`src/common/flash_cmd_cfg.svh`:
```
// constants of the serial flash instruction front end
`ifndef FLASH_CMD_CFG_SVH
`define FLASH_CMD_CFG_SVH
`define CMD_LATCH_SET 8'h06
`define CMD_LATCH_CLEAR 8'h04
`define CMD_VOLATILE_SET 8'h50
`define CMD_STATUS_ONE_RD 8'h05
`define CMD_STATUS_TWO_RD 8'h35
`define CMD_STATUS_WR 8'h01
`define CMD_STATUS_TWO_WR 8'h31
`define CMD_READ 8'h03
`define CMD_FAST_READ 8'h0b
`define CMD_DUAL_READ 8'h3b
`define CMD_READ_PARAM 8'hc0
`define STATUS_ONE_WR_MASK 8'hfc
`define STATUS_TWO_WR_MASK 8'h43
`define STATUS_ONE_RESET 8'h00
`define STATUS_TWO_RESET 8'h00
`define LATCH_BIT 1
`define BUSY_BIT 0
`define READ_PARAM_RESET 2'h0
`define SPI_DUMMY_CLOCKS 4'h8
`define QUAD_DUMMY_LOW 4'h4
`define QUAD_DUMMY_MID 4'h6
`define QUAD_DUMMY_HIGH 4'h8
`define CLK_PERIOD_NS 5
`define STATUS_WRITE_TIME_NS 1000
`define STATUS_WRITE_CYCLES (`STATUS_WRITE_TIME_NS / `CLK_PERIOD_NS)
`endif

```
`src/common/flash_cmd_pkg.sv`:
```
// types of the serial flash instruction front end
package flash_cmd_pkg;
  typedef struct packed {
    logic csn;
    logic sck;
    logic [3:0] lanes;
  } link_in_s;
  typedef struct packed {
    logic [3:0] lanes;
    logic [3:0] oe;
  } link_out_s;
  typedef enum logic [2:0] {
    PH_CMD = 3'b000,
    PH_ADDR = 3'b001,
    PH_DUMMY = 3'b010,
    PH_DATA = 3'b011,
    PH_WDATA = 3'b100,
    PH_DONE = 3'b101,
    PH_IGNORE = 3'b110
  } phase_e;
endpackage

```
`src/design/serial_flash_cmd.sv`:
```
// serial flash instruction front end: latch, status and read instructions
// Functional notes
// - quad data: high nibble first, lane3 gets bit7
// - 06h then chip select high sets latch
// - status writes act only while latch is set or 50h armed
// - 04h then chip select high clears latch
// - latch clears at reset and write completion
// - 50h makes next status write volatile
// - 05h/35h return status, even while busy
// - status shifts out MSB first, repeating
// - 01h writes only protection, lock, complement, quad
// - status write needs exactly 8 bits, or 16 for 01h
// - one byte write clears complement, quad, lock b
// - busy high through self-timed write cycle
// - latch clears when busy asserts
// - 31h writes three status two bits
// - 03h: 24-bit address, incrementing MSB-first data
// - 03h/0Bh/3Bh reads while busy are ignored
// - 0Bh: address, dummy clocks, then data
// - quad mode dummy 4/6/8 from C0h param
// - quad dummy count defaults to 4
// - 3Bh outside quad mode: eight dummy clocks, two-lane data
// - dual: odd bits lane one, even lane zero
`timescale 1ns/1ps
`include "flash_cmd_cfg.svh"
module serial_flash_cmd import flash_cmd_pkg::*; (
  // clock and reset
  input wire logic clk,
  input wire logic rstn,
  input wire logic ce,
  // link pins
  input wire link_in_s linkIn,
  output link_out_s linkOut,
  // configuration
  input wire logic fourLaneCommandMode,
  // array preload
  input wire logic memWrEn,
  input wire logic [7:0] memWrAddr,
  input wire logic [7:0] memWrData,
  // status view
  output logic [7:0] statusOne,
  output logic [7:0] statusTwo,
  output logic busyOut
);
  link_in_s linkS1;
  link_in_s linkS2;
  logic csnS3, sckS3;
  logic sckRise, sckFall, csnRise;
  logic [7:0] memArray [0:255];
  phase_e phaseReg;
  logic [7:0] cmdReg, inSr, outSr, statusTwoReg;
  logic [3:0] bitCnt, dummyCnt, outLeft;
  logic [23:0] addrReg;
  logic [1:0] addrBytes, readParam;
  logic [4:0] wrBits;
  logic [15:0] wrData, busyTimer;
  logic [5:0] statusOneBits;
  logic latchReg, volatileArm, busyReg;
  logic [7:0] inNext, srcByte, statusLive, wrFirst;
  logic [3:0] laneW, cntNext, dummyTarget, outW;
  logic byteDone, isStatusRd, writeOk, wrLenOk, nvAccept;

  // two-flop synchronisers and edge detect
  always_ff @(posedge clk) begin
    if (!rstn) begin
      linkS1 <= '{csn: 1'b1, sck: 1'b0, lanes: 4'h0};
      linkS2 <= '{csn: 1'b1, sck: 1'b0, lanes: 4'h0};
      csnS3 <= 1'b1;
      sckS3 <= 1'b0;
    end else if (ce) begin
      linkS1 <= linkIn;
      linkS2 <= linkS1;
      csnS3 <= linkS2.csn;
      sckS3 <= linkS2.sck;
    end
  end
  assign sckRise = ce && !linkS2.csn && linkS2.sck && !sckS3;
  assign sckFall = ce && !linkS2.csn && !linkS2.sck && sckS3;
  assign csnRise = ce && linkS2.csn && !csnS3;

  // decode helpers
  always_comb begin
    laneW = fourLaneCommandMode ? 4'h4 : 4'h1;
    inNext = fourLaneCommandMode ? {inSr[3:0], linkS2.lanes} : {inSr[6:0], linkS2.lanes[0]};
    cntNext = bitCnt + laneW;
    byteDone = cntNext == 4'h8;
    dummyTarget = `SPI_DUMMY_CLOCKS;
    if (fourLaneCommandMode) begin
      case (readParam)
        2'h0: dummyTarget = `QUAD_DUMMY_LOW;
        2'h1: dummyTarget = `QUAD_DUMMY_MID;
        default: dummyTarget = `QUAD_DUMMY_HIGH;
      endcase
    end
    outW = (cmdReg == `CMD_DUAL_READ) ? 4'h2 : laneW;
    isStatusRd = cmdReg == `CMD_STATUS_ONE_RD || cmdReg == `CMD_STATUS_TWO_RD;
    statusLive = (cmdReg == `CMD_STATUS_TWO_RD) ? statusTwoReg
      : {statusOneBits, latchReg, busyReg};
    if (outLeft != 4'h0) begin
      srcByte = outSr;
    end else if (isStatusRd) begin
      srcByte = statusLive;
    end else begin
      srcByte = memArray[addrReg[7:0]];
    end
    writeOk = latchReg || volatileArm;
    wrLenOk = wrBits == 5'h8 || (wrBits == 5'h10 && cmdReg == `CMD_STATUS_WR);
    wrFirst = (wrBits == 5'h10) ? wrData[15:8] : wrData[7:0];
    nvAccept = csnRise && phaseReg == PH_WDATA && !busyReg && writeOk && wrLenOk
      && (cmdReg == `CMD_STATUS_WR || cmdReg == `CMD_STATUS_TWO_WR) && !volatileArm;
  end

  // array preload
  always_ff @(posedge clk) begin
    if (ce && memWrEn) begin
      memArray[memWrAddr] <= memWrData;
    end
  end

  // instruction, address, dummy and data phases
  always_ff @(posedge clk) begin
    if (!rstn) begin
      phaseReg <= PH_CMD;
      cmdReg <= 8'h00;
      inSr <= 8'h00;
      bitCnt <= 4'h0;
      addrReg <= 24'h000000;
      addrBytes <= 2'h0;
      dummyCnt <= 4'h0;
      wrBits <= 5'h00;
      wrData <= 16'h0000;
      outSr <= 8'h00;
      outLeft <= 4'h0;
      linkOut <= '{lanes: 4'h0, oe: 4'h0};
    end else if (ce) begin
      if (linkS2.csn) begin
        phaseReg <= PH_CMD;
        bitCnt <= 4'h0;
        addrBytes <= 2'h0;
        dummyCnt <= 4'h0;
        outLeft <= 4'h0;
        linkOut.oe <= 4'h0;
        if (!csnRise) begin
          wrBits <= 5'h00;
        end
      end else begin
        if (sckRise) begin
          bitCnt <= byteDone ? 4'h0 : cntNext;
          inSr <= inNext;
          case (phaseReg)
            PH_CMD: begin
              if (byteDone) begin
                cmdReg <= inNext;
                case (inNext)
                  `CMD_READ, `CMD_FAST_READ:
                    phaseReg <= busyReg ? PH_IGNORE : PH_ADDR;
                  `CMD_DUAL_READ:
                    phaseReg <= (busyReg || fourLaneCommandMode) ? PH_IGNORE : PH_ADDR;
                  `CMD_STATUS_ONE_RD, `CMD_STATUS_TWO_RD:
                    phaseReg <= PH_DATA;
                  `CMD_STATUS_WR, `CMD_STATUS_TWO_WR, `CMD_READ_PARAM:
                    phaseReg <= PH_WDATA;
                  `CMD_LATCH_SET, `CMD_LATCH_CLEAR, `CMD_VOLATILE_SET:
                    phaseReg <= PH_DONE;
                  default:
                    phaseReg <= PH_IGNORE;
                endcase
              end
            end
            PH_ADDR: begin
              if (byteDone) begin
                addrReg <= {addrReg[15:0], inNext};
                addrBytes <= addrBytes + 2'h1;
                if (addrBytes == 2'h2) begin
                  phaseReg <= (cmdReg == `CMD_READ) ? PH_DATA : PH_DUMMY;
                end
              end
            end
            PH_DUMMY: begin
              dummyCnt <= dummyCnt + 4'h1;
              if (dummyCnt + 4'h1 == dummyTarget) begin
                phaseReg <= PH_DATA;
              end
            end
            PH_WDATA: begin
              if (wrBits < 5'h10) begin
                wrBits <= wrBits + {1'b0, laneW};
              end else begin
                wrBits <= 5'h1f;
              end
              wrData <= fourLaneCommandMode ? {wrData[11:0], linkS2.lanes}
                : {wrData[14:0], linkS2.lanes[0]};
            end
            PH_DONE: phaseReg <= PH_IGNORE;
            default: phaseReg <= phaseReg;
          endcase
        end
        if (sckFall && phaseReg == PH_DATA) begin
          if (outLeft == 4'h0 && !isStatusRd) begin
            addrReg <= addrReg + 24'h000001;
          end
          case (outW)
            4'h4: begin
              linkOut.lanes <= srcByte[7:4];
              linkOut.oe <= 4'hf;
            end
            4'h2: begin
              linkOut.lanes <= {2'b00, srcByte[7:6]};
              linkOut.oe <= 4'h3;
            end
            default: begin
              linkOut.lanes <= {2'b00, srcByte[7], 1'b0};
              linkOut.oe <= 4'h2;
            end
          endcase
          outSr <= srcByte << outW;
          outLeft <= ((outLeft == 4'h0) ? 4'h8 : outLeft) - outW;
        end
      end
    end
  end

  // status bits, latch, busy cycle and read parameter
  always_ff @(posedge clk) begin
    if (!rstn) begin
      statusOneBits <= 6'(`STATUS_ONE_RESET >> 2);
      statusOne <= `STATUS_ONE_RESET;
      statusTwo <= `STATUS_TWO_RESET;
      busyOut <= 1'b0;
      statusTwoReg <= `STATUS_TWO_RESET;
      latchReg <= 1'b0;
      volatileArm <= 1'b0;
      busyReg <= 1'b0;
      busyTimer <= 16'h0000;
      readParam <= `READ_PARAM_RESET;
    end else if (ce) begin
      if (busyReg) begin
        busyTimer <= busyTimer - 16'h0001;
        if (busyTimer == 16'h0001) begin
          busyReg <= 1'b0;
          latchReg <= 1'b0;
        end
      end
      if (csnRise && phaseReg == PH_DONE) begin
        if (cmdReg == `CMD_LATCH_SET) begin
          latchReg <= 1'b1;
        end else if (cmdReg == `CMD_LATCH_CLEAR) begin
          latchReg <= 1'b0;
        end else if (cmdReg == `CMD_VOLATILE_SET) begin
          volatileArm <= 1'b1;
        end
      end
      if (csnRise && phaseReg == PH_WDATA && !busyReg && writeOk && wrLenOk) begin
        if (cmdReg == `CMD_STATUS_WR) begin
          statusOneBits <= (statusOneBits & ~6'(`STATUS_ONE_WR_MASK >> 2))
            | (wrFirst[7:2] & 6'(`STATUS_ONE_WR_MASK >> 2));
          if (wrBits == 5'h10) begin
            statusTwoReg <= (statusTwoReg & ~`STATUS_TWO_WR_MASK)
              | (wrData[7:0] & `STATUS_TWO_WR_MASK);
          end else begin
            statusTwoReg <= statusTwoReg & ~`STATUS_TWO_WR_MASK;
          end
        end else if (cmdReg == `CMD_STATUS_TWO_WR) begin
          statusTwoReg <= (statusTwoReg & ~`STATUS_TWO_WR_MASK)
            | (wrData[7:0] & `STATUS_TWO_WR_MASK);
        end
        if (cmdReg != `CMD_READ_PARAM) begin
          volatileArm <= 1'b0;
        end
      end
      if (csnRise && phaseReg == PH_WDATA && cmdReg == `CMD_READ_PARAM && wrBits == 5'h8) begin
        readParam <= wrData[5:4];
      end
      if (nvAccept) begin
        busyReg <= 1'b1;
        busyTimer <= 16'(`STATUS_WRITE_CYCLES);
        latchReg <= 1'b0;
      end
      statusOne <= {statusOneBits, latchReg, busyReg};
      statusTwo <= statusTwoReg;
      busyOut <= busyReg;
    end
  end
endmodule // serial_flash_cmd

```
`config.mk`:
```
export PLATFORM = sky130hd
export DESIGN_NAME = serial_flash_cmd
export DESIGN_NICKNAME = d
export VERILOG_FILES = /design/src/common/flash_cmd_pkg.sv /design/src/design/serial_flash_cmd.sv
export VERILOG_INCLUDE_DIRS = /design/src /design/src/common
export SDC_FILE = /design/constraint.sdc
export NUM_CORES = 2
export LEC_CHECK = 0
export ABC_AREA = 1
export BUFFER_PORTS_ARGS = -buffer_cell sky130_fd_sc_hd__buf_4
export CORE_UTILIZATION = 25
export DETAILED_ROUTE_END_ITERATION = 7
export PLACE_DENSITY = 0.51
export SYNTH_ARGS = -nofsm -noshare
export SYNTH_HDL_FRONTEND = slang
export SYNTH_SLANG_ARGS = --single-unit
```
`constraint.sdc`:
```
create_clock -name clk -period 2.4 [get_ports clk]
set_input_delay 0.12 -clock clk [delete_from_list [all_inputs] [get_ports clk]]
set_output_delay 0.12 -clock clk [all_outputs]
set_load 0.05 [all_outputs]
```
# Word-level counts from Yosys, hierarchy flattened
# Memory sizes are Yosys's and may differ from the RTL's. A register that Yosys moved wholly into a read port is not among the register bits.
# Index checks and enable logic that the tools add are counted.
[classes]
addsub = 7
order_cmp = 1
n_eq_ne = 42
shifts = 1
muxes = 71
n_bitwise = 2
reduce_logical = 65
[op_table]
columns = ["operator", "count"]
rows = [
  ["$mux 24", 5],
  ["$mux 8", 10],
  ["$eq 8x3->1 const B", 6],
  ["$eq 8x6->1 const B", 6],
  ["$mux 16", 3],
  ["$mux 4", 12],
  ["$mux 3", 10],
  ["$mux 5", 5],
  ["$add 24x1->24 const B", 1],
  ["$logic_and 1x1->1", 20],
  ["$mux 1", 18],
  ["$eq 16x1->1 const B", 1],
  ["$eq 8x1->1 const B", 2],
  ["$eq 8x2->1 const B", 2],
  ["$eq 8x7->1 const B", 2],
  ["$eq 8x8->1 const B", 2],
  ["$pmux 8 s2", 1],
  ["$reduce_and 4->1", 4],
  ["$reduce_bool 2->1", 8],
  ["$sub 16x1->16 const B", 1],
  ["$pmux 3 s5", 1],
  ["$reduce_and 3->1", 5],
  ["$ne 3x3->1 const B", 4],
  ["$pmux 3 s4", 1],
  ["36 further kinds", 59],
]
[word_totals]
regBits = 159
ramBits = 2048
input_bits = 27
output_inout_bits = 25
elab_cells = 222
mem_count = 1
[mem_list]
columns = ["memory", "words", "width", "read_ports", "rd_clocked_by_memory_dff", "wr", "line_no", "rtl"]
rows = [
  ["memArray", 256, 8, 1, 1, 1, "serial_flash_cmd.sv:49", "logic [7:0] memArray [0:255];"],
]

# Longest topological paths before layout
[logic_depth]
word_depth = 10
depth_mapped = 21
ltp_nobuf = 17

# Worst setup path after synthesis
# OpenSTA, ideal clock, no wires.
[synth_path]
path_type = "input-to-reg"
from = "input port fourLaneCommandMode"
to = "register (tool-made name)"
setup_ns = 0.107
arrival_time_ns = 2.316
t_required_ns = 2.293
setup_slack_ns = -0.022
path_stages = 17
n_path_buf = 3
path_cell_list = "buf_2 > inv_1 > buf_2 > clkbuf_1 > ha_1 > ha_1 > xnor2_1 > inv_1 > nor3_1 > nand2_1 > nor2_1 > inv_1 > nor2_2 > inv_1 > a21oi_1 > o21ai_1 > a221oi_1"
[synth_lines]
columns = ["item", "line_no", "rtl"]
rows = [
  ["start, declared", "serial_flash_cmd.sv:35", "input wire logic fourLaneCommandMode,"],
]

==> metrics.md <==
| Metric | Value |
|---|---|
| Synth warnings | `0` |
| Endpoints failing setup | `13` |
| Total track usage | `approximately 15%` |
| Die Span Y | `around 600 um` |
| Max-Cap Viols | `0` |
| Final WS setup | `-0.434 ns` |
| Detailed Route Iter0 Violations | `around 7000` |
| Wire per inst | `roughly 22 um` |
| Site row count | `about 220` |
| FMAX | `approximately 0.35 GHz` |
| Worst-Skew Late Latency | `0.93 ns` |
| Final worst path period share | `118%` |
| DRT antenna net count | `0` |
| Worst Setup End Kind | `flop` |
| Hold Path Sink | `memArray[147][7]` |
| Hold Vio Cnt, Final | `0` |
| Largest net degree at the start of global routing | `72` |
| FFs w/ async S/R, synth | `0%` |
| Share of cells above drive strength 1 | `between 10% and 20%` |
| GP Congestion | `~0.88` |
| Die Width | `about 600 um` |
| Pleak | `about 39 nW` |
| Register area share after synthesis | `slightly above 70%` |
| Tightest Hold Check Type | `in -> reg` |
| Avg Inst Size Synth | `about 11 um^2` |
| Clock slew at reported path FFs | `around 0.060 ns` |
| Vias in the first global route | `around 63000` |
| H-tree levels | `4` |
| Vias | `63700` |
| R2r worst-path depth | `20` |
| Worst-path maximum fanout | `14` |
| VDD IR-drop max | `around 0.0006 V` |
| Final WL | `about 290 mm` |
| Root buf cell | `clkbuf_16` |
| Failing checks | `setup timing` |
| Status | `finished with violations` |
| CTS tree | `built` |
| Fin util | `a little under a third` |
| Core box area | `between 0.3 and 0.4 mm^2` |
| Dpl cells | `12900` |
| RR Endpoint | `outSr[3]` |
| # DRC | `0` |
| Power, Total | `just over 80 mW` |
| Startpoint Class | `flop` |
| Leading cell type in the layout, fill and taps excluded | `nand2_1` |
| Post-Syn Area | `between 0.08 and 0.09 mm^2` |
| RSZ-0062 raised after global routing | `true` |
| Clock Skew | `roughly 0.082 ns` |
| Min cycle time layout | `roughly 2.8 ns` |
| Final slew viol count | `0` |
| First-pass DRT Iterations | `6` |
| Crit path DAT | `between 3 and 4 ns` |
| Full die area | `between 0.3 and 0.4 mm^2` |
| Vias per std cell | `4.74` |
| Crit path kind | `reg -> reg` |
| Post-detailed-placement half-perimeter wirelength | `173 mm` |
| Most frequent cells in the layout | `nand2_1, edfxtp_1, nand3_1, buf_4, nor2_1` |
| Number of flops mapped to enable cells by yosys | `just over 2000` |
| Slew HR | `approximately 48%` |
| Initial antenna violation count | `13` |
| CTS buffer count | `230` |
| CTS max path bufs | `4` |
| Power per cell area | `721 mW/mm^2` |
| Worst hold path depth | `5` |
| Initial Util | `25.2%` |
| Worst hold start | `memWrAddr[6]` |
| Finished Layout Cells | `between 10000 and 15000` |
| Worst Path Required | `between 3 and 4 ns` |
| Number of port buffers | `46` |
| # IOs | `52` |
| Nets | `about 8500` |
| Yosys reg bits | `between 2000 and 2500` |
| Global-route wire length before repair | `about 420 mm` |
| Worst-margin pin slew | `between 0.7 and 0.8 ns` |
| R2R Setup Slk | `-0.43 ns` |
| Netlist cell types | `~50` |
| CTS sink count | `approximately 2200` |
| Top_reg_cell synth | `edfxtp_1` |
| Syn-to-layout area delta | `24.2%` |
| Cells after synthesis | `slightly below 8000` |
| GRT Residual Overflow | `0` |
sequential cells by signal, indices dropped and copies added (netlist names), 2 cells and up, named ones only:
register and count:
statusOne 8, addrBytes 2, linkOut 7, memArray 2048, outLeft 4, statusTwo 3, linkS1 6, cmdReg 8
wrData 16, statusOneBits 6, statusTwoReg 3, linkS2 6, dummyCnt 4, readParam 2, busyTimer 16, addrReg 8
inSr 7, outSr 8, phaseReg 3, bitCnt 4, wrBits 5
synth_stat cells (3+ instances only):
master	instances	area share [%]
buf_4	49	0.41
nor2_2	4	0.028
nand2_1	2199	9.2
o221ai_1	4	0.039
inv_1	137	0.57
o21ai_0	225	1.3
dfxtp_1	139	3.1
nand2_2	3	0.021
buf_2	254	1.4
nor2_4	3	0.038
edfxtp_1	2048	69
inv_2	8	0.033
a211oi_1	20	0.17
ha_1	14	0.20
a31oi_1	22	0.15
nor2_1	499	2.1
a21oi_1	93	0.52
o21ai_1	3	0.017
nand4_1	7	0.049
nor4_1	4	0.028
a22oi_1	5	0.042
nand3_1	1824	10
buf_6	5	0.063
buf_1	77	0.32
o211ai_1	6	0.050
o22ai_1	65	0.45
o21a_1	4	0.033
xor2_1	9	0.088
nor3_1	19	0.11
clkbuf_1	141	0.59
xnor2_1	3	0.029
worst max-delay path by stage:
stage | slack [ns] | start | end | cells past startpoint
3_3_place_gp | -0.66 | flop | linkOut[4] | 18
2_1_floorplan | 0.04 | fourLaneCommandMode | flop | 17
3_5_place_dp | -0.61 | flop | outSr[3] | 19
5_1_grt | -0.54 | flop | outSr[2] | 21
4_1_cts | -0.45 | flop | outSr[6] | 20
6_report | -0.43 | flop | outSr[3] | 20
critical path, cell delays in order, from the launching register on:
cell       delay, ns
dfxtp_4         0.39
buf_12          0.17
clkinv_16       0.13
buf_16          0.19
bufbuf_16       0.29
nand2_1         0.06
nand3_1         0.10
nand3_1         0.12
nand3_1         0.10
nand3_2         0.14
nand2_1         0.10
nand2_2         0.11
nand2_1         0.07
nand2_1         0.12
nand3_1         0.09
nand3_1         0.09
nand2_1         0.09
nand2_1         0.08
nand3_1         0.07
nand2_1         0.06
a21oi_1         0.07
layout make-up:
cell class	instances	area (um^2)
Tap cell	4751	5940
Antenna cell	3	7.51
Timing Repair inverter	3	40.0
Clock buffer	291	6220
Timing Repair Buffer	859	9710
Fill cell	35600	245000
Sequential cell	2187	64300
Inverter	147	614
Multi-Input combinational cell	5058	23600
Clock inverter	134	1080
where the power goes:
group	leakage (nW)	total, mW	internal [mW]	switching, mW
registers	19.5	41.8	41.7	0.0372
clock network	3.58	34.9	19.6	15.3
logic	16.1	3.79	1.18	2.61
cell families after synthesis:
logic type	Yosys count	share of synthesized area (%)
other	1	0.00418
DFF	2187	71.6
buffers and inverters	673	3.42
adders and majority gates	15	0.217
AOI/OAI and AO/OA	456	2.82
and+or+nand+nor	4570	21.8
xor gates and xnor gates	12	0.117
metrics by stage:
stage / setup TNS, ns / worst slack, ns / instance area [um^2] / hold WS [ns]
global placement: -7.32 / -0.656 / 101000 / 0.353
detailed placement: -7.40 / -0.615 / 101000 / 0.349
global route: -5.83 / -0.536 / 112000 / 0.0699
CTS: -4.70 / -0.455 / 110000 / 0.0304
finish: -4.38 / -0.434 / 112000 / 0.0769
floorplan: 0 / 0.0395 / 89800 / 0.219
routing by layer:
layer | vias up | global-route usage (%) | wire (um)
met5 | - | 0 | 23
met4 | 4 | 5.43 | 10500
met3 | 476 | 2.27 | 20700
met2 | 2359 | 25.4 | 137000
met1 | 31700 | 20.2 | 122000
li1 | 29200 | - | -
repair_timing:
action	CTS	global route
resized for setup	144	208
endpoints found under the hold margin	1568	0
cloned	20	22
hold buffers	34	0
endpoints found under the setup margin	15	35
setup buffers	22	25
pin swaps	2	40
No activity file was read; power rests on OpenSTA's default activity.
